==> src/irq_cfg.svh <==
`ifndef IRQ_CFG_SVH
`define IRQ_CFG_SVH
// Register byte offsets
`define OFS_MASK 4'h0
`define OFS_FLAG 4'h4
`define OFS_PDN 4'h8
`define OFS_IPC 4'hC
// Bit positions
`define BIT_IPR 14
`define BIT_DMA5 13
`define BIT_DMA4 12
`define BIT_S1TX 11
`define BIT_S1RX 10
`define BIT_HOST 9
`define BIT_S2TX 7
`define BIT_S2RX 6
`define BIT_S0TX 5
`define BIT_S0RX 4
`define BIT_TMR 3
`define BIT_EXT1 1
`define BIT_EXT0 0
`define BIT_RSV15 15
`define BIT_RSV8 8
`define BIT_RSV2 2
// Request bit of the power-down and interprocessor control words
`define BIT_CTL_REQ 0
// Implemented source bits; 15, 8 and 2 are reserved and read zero
`define SRC_BITS 16'h7EFB
`define MASK_RST 16'h0000
`define FLAG_RST 16'h0000
`define RESP_OK 2'b00
`define RESP_ERR 2'b10
`endif

==> src/irq_pkg.sv <==
package irq_pkg;
    typedef enum logic [1:0] {
        PD_RUN = 2'b00,
        PD_WAIT = 2'b01,
        PD_GATED = 2'b10
    } pdn_state_t;
endpackage

==> src/irq_flag_mask.sv <==
// Behaviour
// - Flag bit 1 means pending, 0 none; mask bit 1 enables, 0 masks.
// - Bit 14 holds the interprocessor request from the sibling subsystem.
// - Bit 13 is DMA channel 5, bit 12 DMA channel 4.
// - Bit 11 serial1 transmit or DMA3; bit 10 serial1 receive or DMA2.
// - Bit 9 is the host-port request from the host signal.
// - Bit 7 serial2 transmit or DMA1; bit 6 serial2 receive or DMA0.
// - Bit 4 serial0 receive; bit 5 serial0 transmit.
// - Bit 3 is the timer request.
// - Bit 1 external pin 1, bit 0 external pin 0.
// - Bits 15, 8 and 2 are reserved with no source.
// - Clock gating waits until both subsystems request deep power-down.
// - With both requesting, internal clocks stop without further software action.
// - Result independent of request order; each request held until the other.
// - Incoming interprocessor request latches into flag bit 14.
//
// The address map and register access over AXI4-Lite were chosen for this implementation.
`include "irq_cfg.svh"
module irq_flag_mask
    import irq_pkg::*;
(
    input wire logic aclk,
    input wire logic aresetn,
    input wire logic ce,
    input wire logic [3:0] s_axi_awaddr,
    input wire logic s_axi_awvalid,
    output logic s_axi_awready,
    input wire logic [31:0] s_axi_wdata,
    input wire logic [3:0] s_axi_wstrb,
    input wire logic s_axi_wvalid,
    output logic s_axi_wready,
    output logic [1:0] s_axi_bresp,
    output logic s_axi_bvalid,
    input wire logic s_axi_bready,
    input wire logic [3:0] s_axi_araddr,
    input wire logic s_axi_arvalid,
    output logic s_axi_arready,
    output logic [31:0] s_axi_rdata,
    output logic [1:0] s_axi_rresp,
    output logic s_axi_rvalid,
    input wire logic s_axi_rready,
    input wire logic interprocessor_request,
    input wire logic dma_ch5_request,
    input wire logic dma_ch4_request,
    input wire logic dma_ch3_request,
    input wire logic dma_ch2_request,
    input wire logic dma_ch1_request,
    input wire logic dma_ch0_request,
    input wire logic serial1_tx_request,
    input wire logic serial1_rx_request,
    input wire logic serial2_tx_request,
    input wire logic serial2_rx_request,
    input wire logic serial0_tx_request,
    input wire logic serial0_rx_request,
    input wire logic host_to_core_signal,
    input wire logic timer_request,
    input wire logic ext_pin1_request,
    input wire logic ext_pin0_request,
    input wire logic sibling_powerdown_req,
    output logic interprocessor_raise_field,
    output logic core_irq,
    output logic [15:0] core_pending,
    output logic clocks_off
);
    logic [15:0] mask_ff;
    logic [15:0] flag_ff;
    logic [15:0] nxt_mask;
    logic [15:0] nxt_flag;
    logic [15:0] src_raw;
    logic [15:0] src_now;
    logic [15:0] src_prev_ff;
    logic [15:0] src_rise;
    logic [1:0] ext_sync;
    logic ipr_ff;
    logic pdreq_ff;
    logic aw_ff;
    logic w_ff;
    logic [3:0] awaddr_ff;
    logic [15:0] wdata_ff;
    logic [1:0] wstrb_lo_ff;
    logic bvalid_ff;
    logic [1:0] bresp_ff;
    logic rvalid_ff;
    logic [31:0] rdata_ff;
    logic [1:0] rresp_ff;
    logic pd_held;

    // Pin requests cross from outside the clock domain
    sync2 #(.W(2)) u_ext_sync (
        .aclk(aclk),
        .aresetn(aresetn),
        .ce(ce),
        .din({ext_pin1_request, ext_pin0_request}),
        .dout(ext_sync)
    );

    // Source-to-bit map; shared bits OR both sources
    assign src_raw[`BIT_RSV15] = 1'b0;
    assign src_raw[`BIT_IPR] = interprocessor_request;
    assign src_raw[`BIT_DMA5] = dma_ch5_request;
    assign src_raw[`BIT_DMA4] = dma_ch4_request;
    assign src_raw[`BIT_S1TX] = serial1_tx_request | dma_ch3_request;
    assign src_raw[`BIT_S1RX] = serial1_rx_request | dma_ch2_request;
    assign src_raw[`BIT_HOST] = host_to_core_signal;
    assign src_raw[`BIT_RSV8] = 1'b0;
    assign src_raw[`BIT_S2TX] = serial2_tx_request | dma_ch1_request;
    assign src_raw[`BIT_S2RX] = serial2_rx_request | dma_ch0_request;
    assign src_raw[`BIT_S0TX] = serial0_tx_request;
    assign src_raw[`BIT_S0RX] = serial0_rx_request;
    assign src_raw[`BIT_TMR] = timer_request;
    assign src_raw[`BIT_RSV2] = 1'b0;
    assign src_raw[`BIT_EXT1] = ext_sync[1];
    assign src_raw[`BIT_EXT0] = ext_sync[0];
    assign src_now = src_raw & `SRC_BITS;
    // Rising edge of each source is one event
    assign src_rise = src_now & ~src_prev_ff;

    // AXI write decode
    wire wr_fire = aw_ff && w_ff && !bvalid_ff;
    wire wr_mask = wr_fire && (awaddr_ff == `OFS_MASK);
    wire wr_flag = wr_fire && (awaddr_ff == `OFS_FLAG);
    wire wr_pdn = wr_fire && (awaddr_ff == `OFS_PDN);
    wire wr_ipc = wr_fire && (awaddr_ff == `OFS_IPC);
    wire wr_ok = wr_mask || wr_flag || wr_pdn || wr_ipc;
    wire [15:0] wbyte_en = {{8{wstrb_lo_ff[1]}}, {8{wstrb_lo_ff[0]}}};
    wire [15:0] wbits = wdata_ff & wbyte_en;

    assign nxt_mask = wr_mask ? ((mask_ff & ~wbyte_en) | (wbits & `SRC_BITS)) : mask_ff;
    // Set wins over write-one-to-clear; mask does not gate setting
    assign nxt_flag = ((flag_ff & ~(wr_flag ? wbits : 16'h0000)) | src_rise) & `SRC_BITS;

    wire aw_take = s_axi_awvalid && !aw_ff;
    wire w_take = s_axi_wvalid && !w_ff;
    // No AW, W or AR handshake may complete while the clock enable freezes the state
    assign s_axi_awready = !aw_ff && ce;
    assign s_axi_wready = !w_ff && ce;
    assign s_axi_arready = !rvalid_ff && ce;
    wire ar_take = s_axi_arvalid && !rvalid_ff;

    wire [31:0] rd_mux =
        (s_axi_araddr == `OFS_MASK) ? {16'h0000, mask_ff} :
        (s_axi_araddr == `OFS_FLAG) ? {16'h0000, flag_ff} :
        (s_axi_araddr == `OFS_PDN) ? {30'h0000_0000, clocks_off, pd_held} :
        (s_axi_araddr == `OFS_IPC) ? {31'h0000_0000, ipr_ff} : 32'h0000_0000;
    wire rd_ok = (s_axi_araddr == `OFS_MASK) || (s_axi_araddr == `OFS_FLAG) ||
                 (s_axi_araddr == `OFS_PDN) || (s_axi_araddr == `OFS_IPC);

    always_ff @(posedge aclk) begin
        if (!aresetn) begin
            mask_ff <= `MASK_RST;
            flag_ff <= `FLAG_RST;
            src_prev_ff <= 16'h0000;
        end else if (ce) begin
            mask_ff <= nxt_mask;
            flag_ff <= nxt_flag;
            src_prev_ff <= src_now;
        end
    end

    // Control writes: interprocessor raise and power-down request
    always_ff @(posedge aclk) begin
        if (!aresetn) begin
            ipr_ff <= 1'b0;
            pdreq_ff <= 1'b0;
        end else if (ce) begin
            if (wr_ipc && wstrb_lo_ff[0]) ipr_ff <= wdata_ff[`BIT_CTL_REQ];
            pdreq_ff <= wr_pdn && wstrb_lo_ff[0] && wdata_ff[`BIT_CTL_REQ];
        end
    end

    always_ff @(posedge aclk) begin
        if (!aresetn) begin
            aw_ff <= 1'b0;
            w_ff <= 1'b0;
            awaddr_ff <= 4'h0;
            wdata_ff <= 16'h0000;
            wstrb_lo_ff <= 2'b00;
            bvalid_ff <= 1'b0;
            bresp_ff <= `RESP_OK;
        end else if (ce) begin
            if (aw_take) begin
                aw_ff <= 1'b1;
                awaddr_ff <= s_axi_awaddr;
            end
            if (w_take) begin
                w_ff <= 1'b1;
                wdata_ff <= s_axi_wdata[15:0];
                wstrb_lo_ff <= s_axi_wstrb[1:0];
            end
            if (wr_fire) begin
                aw_ff <= 1'b0;
                w_ff <= 1'b0;
                bvalid_ff <= 1'b1;
                bresp_ff <= wr_ok ? `RESP_OK : `RESP_ERR;
            end else if (bvalid_ff && s_axi_bready) begin
                bvalid_ff <= 1'b0;
            end
        end
    end

    always_ff @(posedge aclk) begin
        if (!aresetn) begin
            rvalid_ff <= 1'b0;
            rdata_ff <= 32'h0000_0000;
            rresp_ff <= `RESP_OK;
        end else if (ce) begin
            if (ar_take) begin
                rvalid_ff <= 1'b1;
                rdata_ff <= rd_mux;
                rresp_ff <= rd_ok ? `RESP_OK : `RESP_ERR;
            end else if (rvalid_ff && s_axi_rready) begin
                rvalid_ff <= 1'b0;
            end
        end
    end

    // Any masked-in pending flag wakes the subsystem from power-down
    pdn_coord u_pdn (
        .aclk(aclk),
        .aresetn(aresetn),
        .ce(ce),
        .local_req(pdreq_ff),
        .sibling_req(sibling_powerdown_req),
        .wake(core_irq),
        .clocks_off(clocks_off),
        .local_held(pd_held)
    );

    assign s_axi_bvalid = bvalid_ff;
    assign s_axi_bresp = bresp_ff;
    assign s_axi_rvalid = rvalid_ff;
    assign s_axi_rdata = rdata_ff;
    assign s_axi_rresp = rresp_ff;
    assign interprocessor_raise_field = ipr_ff;
    assign core_pending = flag_ff & mask_ff;
    assign core_irq = |(flag_ff & mask_ff);
endmodule // irq_flag_mask

==> src/pdn_coord.sv <==
`include "irq_cfg.svh"
module pdn_coord
    import irq_pkg::*;
(
    input wire logic aclk,
    input wire logic aresetn,
    input wire logic ce,
    input wire logic local_req,
    input wire logic sibling_req,
    input wire logic wake,
    output logic clocks_off,
    output logic local_held
);
    pdn_state_t state_ff;
    pdn_state_t nxt_state;
    logic sib_ff;
    logic nxt_sib;
    // Each side's request is held until both have arrived, order free
    assign nxt_sib = wake ? 1'b0 : (sib_ff | sibling_req);
    always_comb begin
        nxt_state = state_ff;
        unique case (state_ff)
            PD_RUN: if (local_req && !wake) nxt_state = PD_WAIT;
            PD_WAIT: begin
                if (wake) nxt_state = PD_RUN;
                else if (sib_ff || sibling_req) nxt_state = PD_GATED;
            end
            PD_GATED: if (wake) nxt_state = PD_RUN;
            default: nxt_state = PD_RUN;
        endcase
    end
    always_ff @(posedge aclk) begin
        if (!aresetn) begin
            state_ff <= PD_RUN;
            sib_ff <= 1'b0;
        end else if (ce) begin
            state_ff <= nxt_state;
            sib_ff <= nxt_sib;
        end
    end
    assign clocks_off = (state_ff == PD_GATED);
    assign local_held = (state_ff != PD_RUN);
endmodule // pdn_coord

==> src/sync2.sv <==
module sync2 #(
    parameter int W = 1
) (
    input wire logic aclk,
    input wire logic aresetn,
    input wire logic ce,
    input wire logic [W-1:0] din,
    output logic [W-1:0] dout
);
    logic [W-1:0] meta_ff;
    logic [W-1:0] hold_ff;
    always_ff @(posedge aclk) begin
        if (!aresetn) begin
            meta_ff <= '0;
            hold_ff <= '0;
        end else if (ce) begin
            meta_ff <= din;
            hold_ff <= meta_ff;
        end
    end
    assign dout = hold_ff;
endmodule // sync2
==> config.mk <==
export PLATFORM = sky130hd
export DESIGN_NAME = irq_flag_mask
export DESIGN_NICKNAME = d
export VERILOG_FILES = /design/src/irq_pkg.sv /design/src/irq_flag_mask.sv /design/src/pdn_coord.sv /design/src/sync2.sv
export VERILOG_INCLUDE_DIRS = /design/src
export SDC_FILE = /design/constraint.sdc
export NUM_CORES = 1
export LEC_CHECK = 0
export ABC_AREA = 1
export ABC_CLOCK_PERIOD_IN_PS = 3800
export BUFFER_PORTS_ARGS = -buffer_cell sky130_fd_sc_hd__buf_2
export CAP_MARGIN = 20
export CORE_MARGIN = 1
export CORE_UTILIZATION = 30
export DETAILED_ROUTE_END_ITERATION = 8
export SLEW_MARGIN = 10
export SYNTH_ARGS = -nofsm -noshare
export SYNTH_HDL_FRONTEND = slang
export SYNTH_HIERARCHICAL = 1
export SYNTH_SLANG_ARGS = --single-unit
==> constraint.sdc <==
create_clock -name aclk -period 3.8 [get_ports aclk]
set_input_delay 0.19 -clock aclk [delete_from_list [all_inputs] [get_ports aclk]]
set_output_delay 0.19 -clock aclk [all_outputs]
set_load 0.02 [all_outputs]
Yosys cells after proc, flatten, opt, wreduce, memory -nomap -nowiden
Cells that the tools add are included.
W data, S select, Z words.
Cells by class
  equal/unequal tests: 11
  mux-type cells: 21
  bitwise logic cells: 15
  reductions and logical operators: 50
Operators by type and width (number)
  $and A15 B15 Y15: 3
  $mux W15: 2
  $not A15 Y15: 2
  $reduce_and A2 Y1: 10
  $logic_and A1 B1 Y1: 18
  $and A15 B16 Y16: 1
  $and A16 B16 Y16: 1
  $eq A4 B4 Y1 const B: 4
  $mux W16: 1
  $not A16 Y16: 1
  $or A16 B15 Y16: 1
  $reduce_or A16 Y1: 1
  $or A15 B15 Y15: 1
  $mux W2: 7
  $mux W1: 10
  $reduce_bool A2 Y1: 5
  $eq A4 B3 Y1 const B: 2
  $logic_not A4 Y1: 2
  $logic_or A1 B1 Y1: 7
  $pmux W2 S3: 1
  $logic_not A1 Y1: 5
  $or A1 B1 Y1: 5
  $ne A2 B1 Y1 const B: 2
  $reduce_and A4 Y1: 1
  other kinds (4): 4
Storage, ports and cells
  register bits: 112
  input bits: 70
  output and inout port bits: 60
  word-level logic and storage cells: 116

Logic depth before layout (Yosys ltp)
Gate-level depths: netlist of run 1.
  depth in word-level cells: 7
  mapped depth: 11

Modules after synthesis
Netlist of run 1, hierarchy kept.
Modules (own cells, without submodules)
  irq_flag_mask: instances 1, cells an instance 542, area an instance 3910.0 µm², seq. area each 1701.6 µm²
  pdn_coord: instances 1, cells an instance 29, area an instance 193.9 µm², seq. area each 60.1 µm²
  sync2: instances 1, cells an instance 25, area an instance 166.4 µm², seq. area each 80.1 µm²

Least setup slack after synthesis of run 1
OpenSTA, ideal clock, no wires.
  path kind: register to register
  start: register flag_ff[10]
  end: register u_pdn.state_ff[1]
  setup time: 66 ps
  arrival: 1484 ps
  required time: 3734 ps
  slack: 2249 ps
  cell stages (with the launch flop): 10
  period minus slack after synthesis: 1551 ps
  path through: dfxtp_1 nand2_1 inv_1 nor3_1 nand3_1 inv_1 nand3_1 nand2_2 nand4_1 a21oi_2
Between the ends
  word-level cells in the longest chain between the ends: 6
  elaborated cells on any way between the ends: 10
Ends and longest elaborated chain
  start: declaration: RTL line irq_flag_mask.sv:66  | logic [15:0] flag_ff;
  start signal: assignment: RTL line irq_flag_mask.sv:151  | flag_ff <= `FLAG_RST;
  start signal: assignment: RTL line irq_flag_mask.sv:155  | flag_ff <= nxt_flag;
  $and A15 B16 Y16 *
  named net core_pending[10]: RTL line irq_flag_mask.sv:62  | output logic [15:0] core_pending,
  $reduce_or A16 Y1 *: RTL line irq_flag_mask.sv:236  | assign core_irq = |(flag_ff & mask_ff);
  named net core_irq: RTL line irq_flag_mask.sv:61  | output logic core_irq,
  $logic_not A1 Y1: RTL line pdn_coord.sv:23  | PD_RUN: if (local_req && !wake) nxt_state = PD_WAIT;
  $logic_and A1 B1 Y1: RTL line pdn_coord.sv:23
  $ne A2 B1 Y1 (no source line)
  $reduce_and A4 Y1 (no source line)
  end signal: assignment: RTL line pdn_coord.sv:37  | state_ff <= nxt_state;
  end: declaration: RTL line pdn_coord.sv:14  | pdn_state_t state_ff;
Mark *: on every way through the listed nets, which the timed path passes. The rest lies on a longest branch.
A chain may end at the register's enable or synchronous reset.

Worst setup path in the final report of run 1
  start: register flag_ff[10]
  end: register u_pdn.state_ff[1]
Between the ends
  word-level cells in the longest chain between the ends: 6
  elaborated cells on any way between the ends: 10
Ends and longest elaborated chain (RTL line)
  $and A15 B16 Y16 *: irq_flag_mask.sv:236
  $reduce_or A16 Y1 *: irq_flag_mask.sv:236
  $logic_not A1 Y1: pdn_coord.sv:23
  $logic_and A1 B1 Y1: pdn_coord.sv:23
  $ne A2 B1 Y1 (no source line)
  $reduce_and A4 Y1 (no source line)
Every way passes the cells marked *; elsewhere a longest branch is shown, timed or not.

==> results of run 1 <==
==> tightest hold or removal path: stages <==
cell,delay [ns]
sky130_fd_sc_hd__buf_2,0.09
sky130_fd_sc_hd__nand2_1,0.07
sky130_fd_sc_hd__a21oi_1,0.06
==> per-layer routing <==
layer  global-route usage  routed length, um  up-vias
met5                    0                  0        -
met4               0.0532                152        0
met3               0.0352                531       10
met2                0.233               4670       87
met1                0.206               5280     1677
li1                     -                  -     1994
==> worst min path at each step <==
stage / startpoint / to / slack (ns) / cells after the start
floorplan: aresetn / u_ext_sync/meta_ff[0] / 0.31 / 2
global placement: mask_ff[2] / mask_ff[2] / 0.42 / 2
detailed placement: mask_ff[8] / mask_ff[8] / 0.43 / 2
CTS: s_axi_rready / s_axi_rvalid / 0.1 / 4
global route: s_axi_wstrb[0] / wstrb_lo_ff[0] / 0.12 / 3
finish: dma_ch4_request / src_prev_ff[12] / 0.10 / 3
==> logic make-up (layout without fill, tap and decap cells) <==
| kind of cell | after synthesis | count (layout) | share of synthesized area |
|---|---|---|---|
| compound gates | 102 | 102 | 0.130 |
| buf+inv | 112 | 169 | 0.136 |
| flops | 92 | 92 | 0.431 |
| mux | 1 | 1 | 0.00264 |
| other cells | 1 | 21 | 0.000878 |
| simple gates | 288 | 288 | 0.300 |
==> stage by stage <==
stage               total power, W  hold slack, ns  area (sq um)  instances
detailed placement         0.00130           0.433          4690        837
finish                     0.00221           0.104          5000        853
global placement           0.00129           0.423          4690        837
global route               0.00231           0.119          5000        853
floorplan                  0.00124           0.310          4350        616
CTS                        0.00223          0.0998          5000        853
==> report_power, final <==
group          total [W]  switching, W  leakage, nW  internal (W)
clock           0.000933      0.000386        0.152      0.000547
sequential       0.00104     0.0000307        0.754       0.00101
combinational   0.000232      0.000154         1.40     0.0000775
total            0.00221      0.000571         2.31       0.00164
==> cell type report <==
class                   count  area [sq um]  area share
multi-input cells         412          1920       0.385
flip-flops and latches     92          1840       0.368
repair buffers             90           458      0.0916
clock buffers              11           253      0.0506
inverters                  63           236      0.0473
well taps                 180           225      0.0451
clock inverters             5          60.1      0.0120
==> layout by cell type (no fill, tap or decap), types with 2 or more instances in the layout <==
master                      netlist  layout
sky130_fd_sc_hd__nor2_2           2       2
sky130_fd_sc_hd__conb_1           1      21
sky130_fd_sc_hd__clkbuf_16        0       9
sky130_fd_sc_hd__nand3_2          2       2
sky130_fd_sc_hd__nor2_1          58      58
sky130_fd_sc_hd__or2_2           11      11
sky130_fd_sc_hd__nand2_1        142     142
sky130_fd_sc_hd__buf_4           28       3
sky130_fd_sc_hd__clkinv_4         0       2
sky130_fd_sc_hd__nand4_1          3       3
sky130_fd_sc_hd__nand3_1         56      56
sky130_fd_sc_hd__clkbuf_8         0       2
sky130_fd_sc_hd__o21a_1          11      11
sky130_fd_sc_hd__nand2_2          5       5
sky130_fd_sc_hd__o21ai_0         19      19
sky130_fd_sc_hd__buf_2            7      87
sky130_fd_sc_hd__inv_2            3       3
sky130_fd_sc_hd__inv_1           60      60
sky130_fd_sc_hd__nor2_4           3       3
sky130_fd_sc_hd__nor3_1           2       2
sky130_fd_sc_hd__a211oi_1         5       5
sky130_fd_sc_hd__a21oi_1         66      66
sky130_fd_sc_hd__dfxtp_1         92      92
sky130_fd_sc_hd__or2_0            2       2
==> impl_metrics.tcl, run 1 <==
set metrics [dict create \
    num-fill-cells 1504 \
    synthMostInstantiatedCell "sky130_fd_sc_hd__nand2_1" \
    timing.final.max_slew_violations 0 \
    synth-edff-count 0 \
    period_minus_slack_ns 1.69 \
    static-leakage-power_nw 2.31 \
    r2r_start "flag_ff[10]" \
    critPathLaunchType "flip-flop" \
    synthesis.instances 596 \
    ctsRootBufferMaster "sky130_fd_sc_hd__clkbuf_16" \
    critical_path_class "reg2reg" \
    io_buffer_count 87 \
    max-slew-margin-rel 0.456 \
    setup_tns_ns 0 \
    post_drt_via_cell_ratio 4.42 \
    critical_path_cell_count 9 \
    core-area_sq_um 13900 \
    synth_area_leader_cell "sky130_fd_sc_hd__dfxtp_1" \
    synth_largest_type_area_fraction 0.431 \
    timing.max_cap.violations 0 \
    cts.repair.resized 0 \
    cpLargestDelayFamily "simple AND/OR/NAND/NOR gates" \
    timing.critical_path.from "flag_ff[10]" \
    x_dimension_of_the_die_um 121 \
    clkSinkCount 92 \
    post_cts_hold_buffer_count 0 \
    hp-class "in2reg" \
    post_synth_main_area_contributors "sky130_fd_sc_hd__dfxtp_1 (43%), sky130_fd_sc_hd__nand2_1 (12%), sky130_fd_sc_hd__a21oi_1 (7.7%), sky130_fd_sc_hd__nand3_1 (6.6%), sky130_fd_sc_hd__inv_1 (5.3%)" \
    ys_warn_count 6 \
    ys.flop_type "sky130_fd_sc_hd__dfxtp_1" \
    synth_commonest_cells "sky130_fd_sc_hd__nand2_1 (142), sky130_fd_sc_hd__dfxtp_1 (92), sky130_fd_sc_hd__a21oi_1 (66)" \
    gp_routability_congestion 0.756 \
    final_critical_path_setup_slack_ns 2.11 \
    start_util 0.308 \
    worst-path-max-fanout 5 \
    critical_path.reg2reg.endpoint "u_pdn/state_ff[1]" \
    finalNetCount 738 \
    track_usage 0.152 \
    floorplan.die.height_um 121 \
    synth_area_sq_um 4270 \
    antenna_violations_before_repair 0 \
    drtPass1Iterations 4 \
    timing.critical_path.arrival_ns 1.98 \
    route.detailed.drc 0 \
    grt_overflow_total 0 \
    htree_levels 3 \
    boundaryPins 130 \
    grt_setup_unrepaired "false" \
    run_status "finished clean" \
    utilization 0.360 \
    rrSetupSlack_ns 2.11 \
    insertion_delay_ns 0.35 \
    ys_types 28 \
    finalSetupViolations 0 \
    worst-slew-pin-transition_ns 0.813 \
    synth_register_bits 92 \
    synth-async-reset-ratio 0 \
    clock_skew_ns 0.00999 \
    placementRows 43 \
    critical_path.endpoint_type "flip-flop" \
    dieArea_sq_um 14700 \
    ys_seq_area_frac 0.431 \
    grt_pass1_vias 3300 \
    insertedDiodeCount 0 \
    worst-path-buf-inv 2 \
    hold_viol 0 \
    drt-total-wl_um 10600 \
    dp_hpwl_um 7680 \
    syn_avg_cell_area_sq_um 7.17 \
    timing.critical_path.cells "nand2_1 > inv_1 > nor3_1 > nand3_1 > inv_1 > nand3_1 > nand2_2 > nand4_1 > a21oi_2" \
    wl_per_cell_um 12.5 \
    grt_first_pass_wirelength_um 17000 \
    ir_worst_vdd_uv 218 \
    layout-drive-gt1-share 0.202 \
    area_growth_syn_to_layout_pct 17.1 \
    worstPathRequired_ns 4.09 \
    drt_first_iter_violations 196 \
    pwr_density_cell_nw_per_um2 441 \
    place_ws_ns 2.11 \
    timing.critical_path.to "u_pdn/state_ff[1]" \
    post_cts.repair.setup_buffers 0 \
    path_clk_slew_ns 0.07 \
    r2r.worst_path.cells 9 \
    tritoncts "done" \
    cts_max_path_bufs 2 \
    largest_net_degree_at_the_start_of_global_routing 39 \
    vias 3768 \
    critPathSlowestCell "sky130_fd_sc_hd__dfxtp_1" \
    max_stage_delay_ns 0.35 \
    min_period_over_period 0.444 \
    antenna_violating_nets_post_route 0 \
    clock.fmax_ghz 0.593 \
    tritoncts.num_buffers 9 \
]
Power figures use the tool's default switching activity.
==> run 2: changes to the inputs <==
- ABC_CLOCK_PERIOD_IN_PS: 3800 -> 1460
- clock period: 3.8 -> 1.46 ns (I/O delays scaled with it)
==> run 2 against run 1 <==
Combinational power rose to 3.1 times the previous value. Register-to-register slack got worse by 2.1 ns. Worst hold slack got worse by 0.093 ns. Clock power rose to 2.7 times the previous value. Die area did not move. Count of clock-buffer cells in the layout did not move. Critical path depth fell by 4. Worst setup slack got worse by 2.1 ns. Cell area rose by 7.8%. Global-route usage rose by 0.48 points. Critical endpoint is now core_irq. Largest cell class unchanged. Largest power group unchanged. Highest routed layer unchanged.
==> impl_metrics.tcl, run 2 (same netlist as run 1, synthesis figures left out) <==
set metrics [dict create \
    wl_per_cell_um 12.6 \
    min_period_over_period 0.979 \
    insertion_delay_ns 0.35 \
    path_clk_slew_ns 0.07 \
    floorplan.die.height_um 121 \
    mostFrequentLayoutCells "sky130_fd_sc_hd__nand2_1 (135), sky130_fd_sc_hd__dfxtp_1 (87), sky130_fd_sc_hd__buf_2 (86), sky130_fd_sc_hd__a21oi_1 (66), sky130_fd_sc_hd__inv_1 (59)" \
    run_status "finished clean" \
    commonest_non_fill_non_tap_cell_in_the_layout "sky130_fd_sc_hd__nand2_1" \
    vias 3901 \
    finalSetupViolations 0 \
    grt_setup_unrepaired "true" \
    ir_worst_vdd_uv 536 \
    finalNetCount 774 \
    critPathSlowestCell "sky130_fd_sc_hd__dfxtp_2" \
    dieArea_sq_um 14700 \
    boundaryPins 130 \
    worstPathRequired_ns 1.39 \
    core-area_sq_um 13900 \
    grt_pass1_vias 3328 \
    htree_levels 3 \
    insertedDiodeCount 0 \
    rrSetupSlack_ns 0.03 \
    timing.critical_path.cells "nand2_2 > nand4_1 > nor2_1 > nand3_2 > buf_6" \
    antenna_violations_before_repair 0 \
    drt_first_iter_violations 234 \
    track_usage 0.157 \
    hold_path.startpoint "s_axi_awvalid" \
    timing.critical_path.arrival_ns 1.36 \
    placementRows 43 \
    max_stage_delay_ns 0.34 \
    worst_hold_path.endpoint "aw_ff" \
    worst-path-max-fanout 3 \
    critical_path.endpoint_type "output pin" \
    post_cts.repair.setup_buffers 0 \
    cts_max_path_bufs 2 \
    grt_first_pass_wirelength_um 17600 \
    route.detailed.drc 0 \
    post_drt_via_cell_ratio 4.39 \
    io_buffer_count 87 \
    post_route_total_power_w 0.00591 \
    drtPass1Iterations 4 \
    dpl.cell_count 867 \
    antenna_violating_nets_post_route 0 \
    num-fill-cells 1504 \
    timing.final.max_slew_violations 0 \
    dp_hpwl_um 8200 \
    area_growth_syn_to_layout_pct 26.2 \
    clock_skew_ns 0.0112 \
    clock.fmax_ghz 0.699 \
    pwr_density_cell_nw_per_um2 1100 \
    r2r.worst_path.cells 10 \
    whs_path_depth 3 \
    clkSinkCount 92 \
    worst-path-buf-inv 1 \
    ctsRootBufferMaster "sky130_fd_sc_hd__clkbuf_16" \
    layout-drive-gt1-share 0.253 \
    gp_routability_congestion 0.788 \
    hp-class "in2reg" \
    tritoncts "done" \
    timing.max_cap.violations 0 \
    tritoncts.num_buffers 9 \
    grt_overflow_total 0 \
    largest_net_degree_at_the_start_of_global_routing 45 \
    critical_path.reg2reg.endpoint "u_pdn/state_ff[1]" \
    drt-total-wl_um 11200 \
    cpLargestDelayFamily "simple AND/OR/NAND/NOR gates" \
    start_util 0.308 \
    hold_viol 0 \
    x_dimension_of_the_die_um 121 \
    critPathLaunchType "flip-flop" \
    instances_no_fill 888 \
    critical_path_class "reg2out" \
    static-leakage-power_nw 2.53 \
    period_minus_slack_ns 1.43 \
]
## run 2: metal layers
metal	up-vias	track usage	part of all wire
met2	107	0.235	0.45
met3	10	0.0277	0.059
met4	0	0.0602	0.014
met1	1713	0.221	0.48
li1	2071	-	-
met5	-	0	0
## run 2: per-stage QoR
step	area [sq um]	utilization	hold slack, ns	setup slack (ns)	setup TNS [ns]
2_1_floorplan	4350	-	0.193	0.00477	0
3_3_place_gp	4970	0.358	0.346	0.0219	0
3_5_place_dp	4970	0.358	0.346	-0.0204	-0.0224
4_1_cts	5360	0.386	0.00169	0.0199	0
5_1_grt	5390	0.388	0.0287	-0.0677	-0.164
6_report	5390	0.388	0.0111	0.0300	0
## run 2: worst max-delay path by stage
| stage | startpoint | to | slack [ns] | cells past startpoint |
|---|---|---|---|---|
| after floorplan | flag_ff[10] | u_pdn/state_ff[1] | 0.005 | 9 |
| after global placement | flag_ff[10] | u_pdn/state_ff[1] | 0.02 | 9 |
| after detailed placement | flip-flop | u_pdn/state_ff[1] | -0.02 | 9 |
| after CTS | flip-flop | u_pdn/state_ff[1] | 0.02 | 9 |
| after global routing | flip-flop | u_pdn/state_ff[0] | -0.07 | 11 |
| final | flip-flop | core_irq | 0.03 | 5 |
## run 2: cell type report
| cell class | count | area, sq um | area share |
|---|---|---|---|
| multi-input combinational | 412 | 1960 | 0.363 |
| sequential | 92 | 1850 | 0.343 |
| timing repair buffer | 126 | 802 | 0.149 |
| clock buffer | 11 | 243 | 0.0451 |
| inverter | 63 | 239 | 0.0444 |
| tap | 180 | 225 | 0.0418 |
| clock inverter | 4 | 73.8 | 0.0137 |
## run 2: timing repair
| action | 4_1_cts | 5_1_grt |
|---|---|---|
| resized for setup | 5 | 13 |
| hold buffers | 7 | 0 |
| endpoints found under the hold margin | 7 | 0 |
| pin swaps | 2 | 4 |
| endpoints found under the setup margin | 3 | 4 |
## run 2: where the power goes
part	switching, W	leakage [nW]	total [W]	internal [W]
combinational	0.000443	1.61	0.000714	0.000271
clock	0.000967	0.156	0.00251	0.00154
sequential	0.0000602	0.756	0.00269	0.00263
## run 2: worst register-to-register path: stages (launching register included)
cell,delay [ns]
sky130_fd_sc_hd__dfxtp_2,0.34
sky130_fd_sc_hd__nand2_2,0.08
sky130_fd_sc_hd__nand4_1,0.11
sky130_fd_sc_hd__nor2_1,0.15
sky130_fd_sc_hd__nand3_2,0.16
sky130_fd_sc_hd__inv_4,0.12
sky130_fd_sc_hd__nand3_2,0.07
sky130_fd_sc_hd__nand2_2,0.10
sky130_fd_sc_hd__nand3_2,0.08
sky130_fd_sc_hd__nand2_2,0.07
sky130_fd_sc_hd__a21oi_2,0.05
==> run 3: changes to the inputs <==
- CORE_UTILIZATION: 30 -> 35
==> run 3 against run 2 <==
The run now ends with setup timing left. Count of clock-buffer cells in the layout shrank 1. Sequential cell count is the same. Sequential share of layout area is essentially flat. Cell area grew 0.28%. Critical path type unchanged. Clock power is essentially flat. Non-clock buffer count grew 5.
==> impl_metrics.tcl, run 3 (same netlist as run 1, synthesis figures left out) <==
set metrics [dict create \
    static-leakage-power_nw 2.55 \
    hp-class "in2reg" \
    tritoncts.num_buffers 9 \
    critPathLaunchType "flip-flop" \
    tritoncts "done" \
    dieArea_sq_um 12600 \
    boundaryPins 130 \
    timing.max_cap.violations 0 \
    worstPathRequired_ns 1.39 \
    antenna_violating_nets_post_route 0 \
    gp_routability_congestion 0.858 \
    timing.final.max_slew_violations 0 \
    mostFrequentLayoutCells "sky130_fd_sc_hd__nand2_1 (133), sky130_fd_sc_hd__buf_2 (86), sky130_fd_sc_hd__dfxtp_1 (84), sky130_fd_sc_hd__a21oi_1 (66), sky130_fd_sc_hd__inv_1 (59)" \
    drt-total-wl_um 11200 \
    insertedDiodeCount 0 \
    worst-path-max-fanout 2 \
    cts_max_path_bufs 2 \
    grt_setup_unrepaired "true" \
    start_util 0.366 \
    dp_hpwl_um 8010 \
    vias 3990 \
    final_critical_path_setup_slack_ns -0.0442 \
    drt_first_iter_violations 259 \
    drtPass1Iterations 7 \
    worst-path-buf-inv 2 \
    post_drt_via_cell_ratio 4.64 \
    finalNetCount 781 \
    layout-drive-gt1-share 0.275 \
    hold_viol 0 \
    x_dimension_of_the_die_um 112 \
    clock.fmax_ghz 0.665 \
    whs_path_depth 3 \
    num-fill-cells 1177 \
    grt_first_pass_wirelength_um 17900 \
    finalSetupViolations 3 \
    route.detailed.drc 0 \
    critPathMostFrequentCell "sky130_fd_sc_hd__buf_6" \
    violations "setup timing" \
    min_period_over_period 1.03 \
    critical_path_cell_count 6 \
    critical_path_class "reg2out" \
    instances_no_fill 859 \
    ir_worst_vdd_uv 648 \
    run_status "finished, violations left" \
    commonest_non_fill_non_tap_cell_in_the_layout "sky130_fd_sc_hd__nand2_1" \
    largest_net_degree_at_the_start_of_global_routing 39 \
    period_minus_slack_ns 1.50 \
    timing.critical_path.arrival_ns 1.43 \
    placementRows 39 \
    path_clk_slew_ns 0.06 \
    wl_per_cell_um 13.0 \
    track_usage 0.181 \
    cpLargestDelayFamily "simple AND/OR/NAND/NOR gates" \
    clkSinkCount 92 \
    area_growth_syn_to_layout_pct 26.5 \
    max_stage_delay_ns 0.33 \
    place_ws_ns -0.0312 \
    grt_pass1_vias 3587 \
    final.hold.worst_slack_ns 0.00824 \
    floorplan.die.height_um 112 \
    htree_levels 3 \
    setup_tns_ns -0.0940 \
    critPathSlowestCell "sky130_fd_sc_hd__dfxtp_1" \
    ctsRootBufferMaster "sky130_fd_sc_hd__clkbuf_16" \
    grt_overflow_total 0 \
    r2r.worst_path.cells 11 \
    io_buffer_count 87 \
    pwr_density_cell_nw_per_um2 1100 \
    clock_skew_ns 0.00835 \
    dpl.cell_count 831 \
    critical_path.endpoint_type "output pin" \
    antenna_violations_before_repair 0 \
    insertion_delay_ns 0.35 \
    timing.critical_path.cells "nand2_2 > nand4_1 > nor2_1 > nand3_2 > buf_6 > buf_6" \
    core-area_sq_um 11700 \
]
[run 3: final timing paths]
kind | slack (ns) | to | startpoint
max | -0.04 | core_irq | flag_ff[4]
min | 0.008 | src_prev_ff[14] | interprocessor_request
max reg2reg | -0.03 | u_pdn/state_ff[0] | flag_ff[4]
min reg2reg | 0.44 | mask_ff[8] | mask_ff[8]
[run 3: where the power goes]
group	switching, W	internal (W)
logic	0.000454	0.000265
registers	0.0000595	0.00263
clock network	0.000992	0.00154
total	0.00151	0.00444
[run 3: metal layers]
metal | part of all wire | vias up | GRT usage
met4 | 0.017 | 0 | 0.0693
met2 | 0.45 | 123 | 0.284
met3 | 0.050 | 14 | 0.0324
met5 | 0 | - | 0
met1 | 0.49 | 1763 | 0.246
li1 | - | 2090 | -
[run 3: final cells by class]
| cell class | count | area [sq um] | share of cell area |
|---|---|---|---|
| flip-flops and latches | 92 | 1850 | 0.343 |
| multi-input cells | 414 | 1980 | 0.367 |
| inverters | 63 | 236 | 0.0438 |
| clock inverters | 6 | 87.6 | 0.0162 |
| well taps | 143 | 179 | 0.0331 |
| repair buffers | 131 | 825 | 0.153 |
| clock buffers | 10 | 239 | 0.0442 |
[run 3: stage by stage]
| step | cell area [sq um] | utilization | power [W] |
|---|---|---|---|
| 5_1_grt | 5400 | 0.463 | 0.00618 |
| 3_5_place_dp | 4910 | 0.421 | 0.00344 |
| 4_1_cts | 5350 | 0.459 | 0.00597 |
| 3_3_place_gp | 4910 | 0.421 | 0.00343 |
| 6_report | 5400 | 0.463 | 0.00595 |
| 2_1_floorplan | 4350 | - | 0.00323 |
[run 3: worst min-delay path, delay by kind of cell]
kind                   cells  cell delay [ns]
buffers and inverters      1             0.10
AND/OR/NAND/NOR            1             0.07
AO/OA/AOI/OAI              1             0.06
[run 3: what timing repair did]
| action | 4_1_cts | 5_1_grt |
|---|---|---|
| pin swaps | 5 | 8 |
| hold endpoints to repair | 3 | 0 |
| hold buffers | 3 | 0 |
| buffers inserted | 5 | 2 |
| endpoints found under the setup margin | 3 | 12 |
| gates resized for setup | 18 | 5 |
| gates cloned | 0 | 2 |
